`src/shared/cs_decode_params.svh`:
```
// Constants for the chip-select region decoder: offsets, field positions,
// reset values and widths. Definitions only; included by the package and logic.
`ifndef CS_DECODE_PARAMS_SVH
`define CS_DECODE_PARAMS_SVH

`define CSD_NUM_CHIPS        4
`define CSD_CS_W             2
`define CSD_ADDR_W           32
`define CSD_STRB_W           4
`define CSD_CFG_ADDR_W       12
`define CSD_CFG_DATA_W       16
`define CSD_SIDE_W           4

`define CSD_CHIP_CFG_BASE    12'h200
`define CSD_CHIP_CFG_STRIDE  12'h004
`define CSD_CHIP_CFG_LAST    12'h20C

`define CSD_MATCH_MSB        15
`define CSD_MATCH_LSB        8
`define CSD_MASK_MSB         7
`define CSD_MASK_LSB         0
`define CSD_ADDR_CMP_MSB     31
`define CSD_ADDR_CMP_LSB     24

`define CSD_CHIP_CFG_RST     16'hFF00
`define CSD_DEFAULT_CS       2'h0

`endif

```
`src/shared/cs_decode_pkg.sv`:
```
// Types shared by the chip-select region decoder and its bench.
// Assumes cs_decode_params.svh is on the include path.
`include "cs_decode_params.svh"

package cs_decode_pkg;

    typedef enum logic [2:0] {
        CTRL_CONFIG,
        CTRL_LOW_POWER,
        CTRL_READY,
        CTRL_PAUSED,
        CTRL_OTHER
    } ctrl_state_t;

    typedef struct packed {
        logic [`CSD_ADDR_W-1:0] addr;
        logic                   write;
        logic [`CSD_STRB_W-1:0] wstrb;
        logic                   secure;
    } mem_req_t;

    typedef struct packed {
        logic [`CSD_ADDR_W-1:0] addr;
        logic                   write;
        logic [`CSD_STRB_W-1:0] wstrb;
        logic [`CSD_CS_W-1:0]   cs;
        logic                   miss;
    } dec_req_t;

endpackage

```
`src/logic/cs_region_decode.sv`:
```
// Chip-select region decoder: four match/mask regions, a configuration
// port into a 4KB window, and integration-test sideband control.
// Assumes single clock, synchronous inputs, cs_decode_pkg compiled first.
// Function
// - Security attribute of any access is ignored for all decisions.
// - No access is aborted; data and strobes pass unaltered.
// - Four chip selects, one programmable region each.
// - Full 32-bit memory address is accepted; only bits 31:24 are decoded.
// - Each region register holds a match field and a mask field.
// - Region registers accessible only in config or low-power state.
// - Address matching no region goes to chip select 0.
// - Registers occupy a 4KB window at fixed offsets.
// - Reset loads each region register with FF00 (match FF, mask 00); other register bits clear to zero.
// - Integration-test control drives and samples sideband signals.
`include "cs_decode_params.svh"
`timescale 1ns/100ps
`default_nettype none

module cs_region_decode (
    input  wire logic                          sys_clk_i,
    input  wire logic                          sys_rst_i,
    input  wire logic                          mem_valid_i,
    input  wire cs_decode_pkg::mem_req_t       mem_req_i,
    output var  logic                          dec_valid_o,
    output var  cs_decode_pkg::dec_req_t       dec_req_o,
    input  wire cs_decode_pkg::ctrl_state_t    ctrl_state_i,
    input  wire logic                          cfg_wr_i,
    input  wire logic                          cfg_rd_i,
    input  wire logic [`CSD_CFG_ADDR_W-1:0]    cfg_addr_i,
    input  wire logic [`CSD_CFG_DATA_W-1:0]    cfg_wdata_i,
    output var  logic [`CSD_CFG_DATA_W-1:0]    cfg_rdata_o,
    output var  logic                          cfg_ack_o,
    output var  logic                          cfg_refused_o,
    input  wire logic                          itest_en_i,
    input  wire logic [`CSD_SIDE_W-1:0]        itest_drive_i,
    input  wire logic [`CSD_SIDE_W-1:0]        side_in_i,
    output var  logic [`CSD_SIDE_W-1:0]        side_out_o,
    output var  logic [`CSD_SIDE_W-1:0]        itest_sample_o
);
    import cs_decode_pkg::*;

    logic [`CSD_CFG_DATA_W-1:0] region_r [`CSD_NUM_CHIPS];
    logic [`CSD_NUM_CHIPS-1:0]  hit;
    logic [`CSD_NUM_CHIPS-1:0]  sel_wr;
    logic [`CSD_NUM_CHIPS-1:0]  sel_rd;

    // Region window decode inside the 4KB register space
    wire                        cfg_access  = cfg_wr_i | cfg_rd_i;
    wire                        state_open  = (ctrl_state_i == CTRL_CONFIG) ||
                                              (ctrl_state_i == CTRL_LOW_POWER);
    wire                        in_region   = (cfg_addr_i >= `CSD_CHIP_CFG_BASE) &&
                                              (cfg_addr_i <= `CSD_CHIP_CFG_LAST) &&
                                              (cfg_addr_i[1:0] == 2'h0);
    wire [`CSD_CS_W-1:0]        cfg_idx     = cfg_addr_i[3:2];
    wire                        cfg_refuse  = cfg_access & in_region & ~state_open;
    wire                        cfg_write   = cfg_wr_i & in_region & state_open;
    wire                        cfg_read    = cfg_rd_i & in_region & state_open;
    wire [`CSD_ADDR_CMP_MSB-`CSD_ADDR_CMP_LSB:0] addr_cmp =
                                              mem_req_i.addr[`CSD_ADDR_CMP_MSB:`CSD_ADDR_CMP_LSB];

    genvar g;
    generate
        for (g = 0; g < `CSD_NUM_CHIPS; g++) begin : g_region
            wire [7:0] match_f = region_r[g][`CSD_MATCH_MSB:`CSD_MATCH_LSB];
            wire [7:0] mask_f  = region_r[g][`CSD_MASK_MSB:`CSD_MASK_LSB];
            assign hit[g]    = ((addr_cmp & mask_f) == (match_f & mask_f));
            assign sel_wr[g] = cfg_write & (cfg_idx == `CSD_CS_W'(g));
            assign sel_rd[g] = cfg_read & (cfg_idx == `CSD_CS_W'(g));
            always_ff @(posedge sys_clk_i) begin
                if (sys_rst_i) begin
                    region_r[g] <= `CSD_CHIP_CFG_RST;
                end else if (sel_wr[g]) begin
                    region_r[g] <= cfg_wdata_i;
                end
            end
        end
    endgenerate

    // Lowest-numbered hit wins; overlap is not guarded against in hardware
    wire                 any_hit = |hit;
    wire [`CSD_CS_W-1:0] hit_cs  = hit[0] ? 2'h0 :
                                   hit[1] ? 2'h1 :
                                   hit[2] ? 2'h2 : 2'h3;
    wire [`CSD_CS_W-1:0] cs_nxt  = any_hit ? hit_cs : `CSD_DEFAULT_CS;

    // Security bit is deliberately unused: data and strobes pass untouched
    dec_req_t dec_nxt;
    assign dec_nxt.addr  = mem_req_i.addr;
    assign dec_nxt.write = mem_req_i.write;
    assign dec_nxt.wstrb = mem_req_i.wstrb;
    assign dec_nxt.cs    = cs_nxt;
    assign dec_nxt.miss  = ~any_hit;

    wire [`CSD_CFG_DATA_W-1:0] rdata_nxt = (|sel_rd) ? region_r[cfg_idx] : 16'h0000;
    wire [`CSD_SIDE_W-1:0]     cs_onehot = dec_valid_o ? (4'h1 << dec_req_o.cs) : 4'h0;
    wire [`CSD_SIDE_W-1:0]     side_nxt  = itest_en_i ? itest_drive_i : cs_onehot;

    always_ff @(posedge sys_clk_i) begin
        if (sys_rst_i) begin
            dec_valid_o <= 1'b0;
            dec_req_o   <= '0;
        end else begin
            dec_valid_o <= mem_valid_i;
            dec_req_o   <= dec_nxt;
        end
    end

    always_ff @(posedge sys_clk_i) begin
        if (sys_rst_i) begin
            cfg_rdata_o   <= 16'h0000;
            cfg_ack_o     <= 1'b0;
            cfg_refused_o <= 1'b0;
        end else begin
            cfg_rdata_o   <= rdata_nxt;
            cfg_ack_o     <= cfg_access;
            cfg_refused_o <= cfg_refuse;
        end
    end

    // Sampling is registered so the bench sees sideband inputs one edge late
    always_ff @(posedge sys_clk_i) begin
        if (sys_rst_i) begin
            side_out_o     <= 4'h0;
            itest_sample_o <= 4'h0;
        end else begin
            side_out_o     <= side_nxt;
            itest_sample_o <= side_in_i;
        end
    end

endmodule

`default_nettype wire

```
`config.mk`:
```
export PLATFORM = sky130hd
export DESIGN_NAME = cs_region_decode
export DESIGN_NICKNAME = d
export VERILOG_FILES = /design/src/shared/cs_decode_pkg.sv /design/src/logic/cs_region_decode.sv
export VERILOG_INCLUDE_DIRS = /design/src /design/src/shared
export SDC_FILE = /design/constraint.sdc
export NUM_CORES = 1
export LEC_CHECK = 0
export CAP_MARGIN = 20
export CORE_MARGIN = 2
export CORE_UTILIZATION = 56
export DETAILED_ROUTE_END_ITERATION = 7
export DONT_BUFFER_PORTS = 1
export PLACE_DENSITY_LB_ADDON = 0.15
export SYNTH_ARGS = -nofsm -noshare
export SYNTH_HDL_FRONTEND = slang
export SYNTH_SLANG_ARGS = --single-unit
```
`constraint.sdc`:
```
create_clock -name sys_clk_i -period 2.7 [get_ports sys_clk_i]
set_clock_uncertainty 0.1 [all_clocks]
set_input_delay 0.27 -clock sys_clk_i [delete_from_list [all_inputs] [get_ports sys_clk_i]]
set_output_delay 0.27 -clock sys_clk_i [all_outputs]
set_load 0.005 [all_outputs]
```
==> metrics.md, run 1 <==
| Metric | Value |
|---|---|
| Final HPWL DP | between 7 and 8 mm |
| Port buffer count | 0 |
| Num CTS Buffers | 17 |
| Synth Net Count | 466 |
| Hold_buf cts | 104 |
| Synth Area per Inst | 13.4 um2 |
| Tool error | [ERROR RSZ-0060] Max buffer count reached. |
| Simple logic cell fraction of the synthesized area | 0.185 |
| Placer Congestion | just over 0.8 |
| I/O pin cnt | 150 |
| Setup bufs post-CTS | 0 |
| # rows | 34 |
| CTS Sinks | 131 |
| Clk root buf | clkbuf_8 |
| Mux share of post-synthesis cell area | 0.0700 |
| Xor and xnor area share after synthesis | 0.0544 |
| Longest Clk Path Bufs | 2 |
| Compound-cell area share of the yosys netlist | 0.0381 |
| Largest family of logic cells by synthesized area | simple AND/OR/NAND/NOR gates |
| Width of the die | 99.9 um |
| Last step reached | 4_1_cts |
| Seq cells post-synth | 131 |
| YS warnings | 0 |
| Starting Density | 0.585 |
| Die height | between 90 and 100 um |
| Cells after synthesis | about 380 |
| Distinct cells, synth | 30 |
| Max H-tree Level | 4 |
| Synthesized-area fraction occupied by adder cells | 0 |
| Post-Syn Area | between 5000 and 6000 um2 |
| CTS resizes | 0 |
| Status | did not finish |
| Placed insts | 478 |
| Register area share after synthesis | 0.634 |
==> per-stage QoR <==
stage	setup slack, ps	hold slack (ps)	cell area, um2	utilization
3_3_place_gp	652	246	5310	0.603
2_1_floorplan	29.5	298	5150	-
3_5_place_dp	577	247	5310	0.603
==> synthesized netlist by cell type (all sizes together) <==
cell type  number  area, um2
o21ai           3       15.0
edfxtp         64       1920
o31ai           1       7.51
a41oi           1       8.76
nor2b          60        375
mux4           16        360
a21oi           1       5.00
nor2           12       45.0
or2b            1       7.51
a21boi          1       7.51
or3            24        150
inv             1       3.75
nand3           1       5.00
nand2           3       11.3
nand2b         10       62.6
buf             7       33.8
nand4           5       46.3
clkbuf         16       60.1
dfxtp          67       1340
and3b           1       8.76
a22oi          18        135
and4b           1       11.3
and2           32        200
nor3            1       16.3
xor2           32        280
nor4            2       12.5
a32oi           2       17.5
==> cells by family after synthesis <==
logic type,after synthesis
AND/OR/NAND/NOR,153
buffers and inverters,24
AO/OA/AOI/OAI,27
XOR/XNOR,32
flip-flops,131
multiplexers,16
==> run 2: changes to the inputs <==
--- a/config.mk
+++ b/config.mk
@@ -8,7 +8,7 @@
 export LEC_CHECK = 0
 export CAP_MARGIN = 20
 export CORE_MARGIN = 2
-export CORE_UTILIZATION = 56
+export CORE_UTILIZATION = 40
 export DETAILED_ROUTE_END_ITERATION = 7
 export DONT_BUFFER_PORTS = 1
 export PLACE_DENSITY_LB_ADDON = 0.15
==> constraint.sdc (replaced) <==
create_clock -name sys_clk_i -period 3.5 [get_ports sys_clk_i]
set_clock_uncertainty 0.1 [all_clocks]
set_input_delay 0.35 -clock sys_clk_i [delete_from_list [all_inputs] [get_ports sys_clk_i]]
set_output_delay 0.35 -clock sys_clk_i [all_outputs]
set_load 0.005 [all_outputs]
==> metrics.md, run 2 <==
| Metric | Value |
|---|---|
| DRT antenna net count | 0 |
| Reg-to-reg slack, setup | 1860 ps |
| Slowest cell on the critical path | nor3_4 |
| Vias | 3,119 |
| Max H-tree Level | 4 |
| Total negative slack | 0 ps |
| Worst vdd ir | 0.333 mV |
| Pwr Density | 566 nW/um2 |
| Crit. End Element | flop |
| Synth Area per Inst | 13.4 um2 |
| P&R area growth vs syn | 23.7% |
| Fmax | 489 MHz |
| YS warnings | 0 |
| Placer Congestion | 0.773 |
| Area of the core | 12,600 um2 |
| Hold WC Path Type | primary input to flop |
| Req. time, crit path | 3560 ps |
| Buffer and inverter count on the worst path | 1 |
| DRT met1 WL | roughly 5.2 mm |
| Largest register FFs | 64 |
| Hold path endpoint | region_r[0][15] |
| 1st-iter DRT viols | 212 |
| Design area | roughly 6400 um2 |
| Width of the die | 117 um |
| Starting Density | 0.408 |
| Fillers | 1,072 |
| CTS resizes | 0 |
| Clock transition at path regs | 60 ps |
| Most frequent cells in the layout | 67 x dfxtp_1, 64 x edfxtp_1, 60 x nor2b_1 |
| CP max stage delay | 520 ps |
| Max transition margin | 0.492 |
| Leak | 0.00229 uW |
| Number of synthesized flops with an enable pin | 64 |
| Biggest regs | region_r x64, dec_req_o x40, cfg_rdata_o x16 |
| Tcrit/Tclk final | 0.585 |
| First-pass iteration count of the detailed router | 4 |
| Top reg by flops | region_r |
| Final HPWL DP | 8.43 mm |
| Num CTS Buffers | 17 |
| Die ar. | 13,800 um2 |
| Cells after synthesis | 383 |
| Vias in the first global route | 3,195 |
| Multi-input gate area | 1790 um2 |
| CTS tree | built |
| DR WL/cell | 20.3 um |
| Synth area leader | edfxtp_1 |
| Worst Max-Slew Pin Slew | 760 ps |
| Largest net degree at the start of global routing | 48 |
| Register area | ~3300 um2 |
| Reg2reg end | dec_req_o[1] |
| CP Max Fanout | 28 |
| Die height | ~120 um |
| Distinct cells, synth | 30 |
| DR WL met3 | 1.08 mm |
| Placed insts | 537 |
| Synth Net Count | roughly 470 |
| GRT Overall Usage | 0.186 |
| Drt drc | 0 |
| Cell family with most CP delay | simple AND/OR/NAND/NOR gates |
| Register area share after synthesis | 0.634 |
| Hold Startpoint | cfg_wdata_i[15] |
| Critical path launch point type | primary input |
| Clk root buf | clkbuf_16 |
| Post-Syn Area | 5150 um2 |
| Reg2reg start | region_r[3][9] |
| Area contributors post-synth | edfxtp_1 37%, dfxtp_1 26%, nor2b_1 7.3%, mux4_2 7.0%, xor2_1 5.4% |
| DR top layer | met4 |
| Fin. Hold Viols | 0 |
| Placed cell areas | 5310 um2 |
| Share of cells above drive strength 1 | 0.128 |
| Port buffer count | 0 |
| Hold path depth | 1 |
| Final Non-Filler Cells | approximately 600 |
| I/O pin cnt | 150 |
| CP Data Arrival Time | 2110 ps |
| Top cell type's share of synthesized area | 0.373 |
| Final nets | 514 |
| Async SR Flop Fraction | 0 |
| Count leader, synth | dfxtp_1 |
| Worst-Skew Late Latency | about 400 ps |
| RSZ-0062 raised after global routing | no |
| First-pass GRT wire length | 19.0 mm |
| Crit-path cells | nor4_1 -> and4b_2 -> nand4_4 -> nor3_4 -> buf_4 -> nand2b_1 |
| Final wirelength | 12.5 mm |
| Longest Clk Path Bufs | 2 |
| Via/cell ratio | roughly 5.1 |
| CTS Sinks | 131 |
| Final setup vio count | 0 |
| Initial antenna violation count | 1 |
| Max-slew violation count | 0 |
| Most common cell after layout, fill and taps aside | dfxtp_1 |
| Final min period | 2050 ps |
| Cells on worst reg2reg path | 5 |
| Max-cap violations | 0 |
| WL met2 | 6.03 mm |
| Total power | 3610 uW |
| Grt ovf | 0 |
| Util after Layout | 0.505 |
| Most instantiated cells after synthesis | 67 x dfxtp_1, 64 x edfxtp_1, 60 x nor2b_1 |
| Crit Path Category | primary input to flop |
| # rows | 41 |
| Status | completed |
| Main synth FF type | dfxtp_1 |
| Seq cells post-synth | 131 |
-- run 2: kinds of logic (layout without fill, tap and decap cells) --
logic type,after synthesis,after routing,synth area share
buffers and inverters,24,85,0.0189
AO/OA/AOI/OAI,27,27,0.0381
AND/OR/NAND/NOR,153,153,0.185
flip-flops,131,131,0.634
multiplexers,16,16,0.0700
XOR/XNOR,32,32,0.0544
other,0,1,0
-- run 2: worst max-delay path by stage --
stage / endpoint / start / slack, ps / depth (start not counted)
after global placement: region_r[0][9] / cfg_addr_i[1] / 1080 / 6
after global routing: region_r[0][9] / cfg_addr_i[5] / 1340 / 6
after floorplan: region_r[0][0] / cfg_addr_i[1] / 690 / 4
final: region_r[0][9] / cfg_addr_i[5] / 1450 / 6
after detailed placement: region_r[0][9] / cfg_addr_i[5] / 1020 / 6
after CTS: region_r[0][9] / cfg_addr_i[5] / 1460 / 6
-- run 2: stage by stage --
step                      setup slack, ps  hold slack, ps
after global routing                 1340            6.64
final                                1450            19.0
after detailed placement             1020             328
after CTS                            1460           0.674
after global placement               1080             327
after floorplan                       687             378
-- run 2: where the power goes --
part | internal [uW] | leakage [uW] | total, uW | switching [uW]
clock network | 1030 | 0.000286 | 1680 | 647
logic | 121 | 0.000828 | 209 | 88.1
registers | 1680 | 0.00118 | 1720 | 45.4
total | 2830 | 0.00229 | 3610 | 781
-- run 2: worst register-to-register path, delay by kind of cell (launching register included) --
| kind | cells | cell delay, ps |
|---|---|---|
| compound gates | 2 | 490 |
| flops | 1 | 400 |
| simple gates | 2 | 370 |
| xor+xnor | 1 | 180 |
-- run 2: final cells by class --
type,count,share of cell area
Antenna cell,1,0.000393
Tap cell,172,0.0338
Multi-Input combinational cell,228,0.282
Clock inverter,11,0.0108
Sequential cell,131,0.512
Inverter,1,0.000589
Timing Repair Buffer,52,0.0813
Clock buffer,21,0.0792
-- run 2: routing by layer --
metal,global-route usage,vias up
li1,-,1451
met1,0.227,1502
met2,0.291,153
met3,0.0649,13
met4,0.0964,0
met5,0,-
-- run 2: repair_timing --
action / 4_1_cts / 5_1_grt
endpoints found under the hold margin: 47 / 0
setup endpoints to repair: 0 / 0
hold buffers: 47 / 0
buffers inserted: 0 / 0
(Power assumes the default switching activity.)
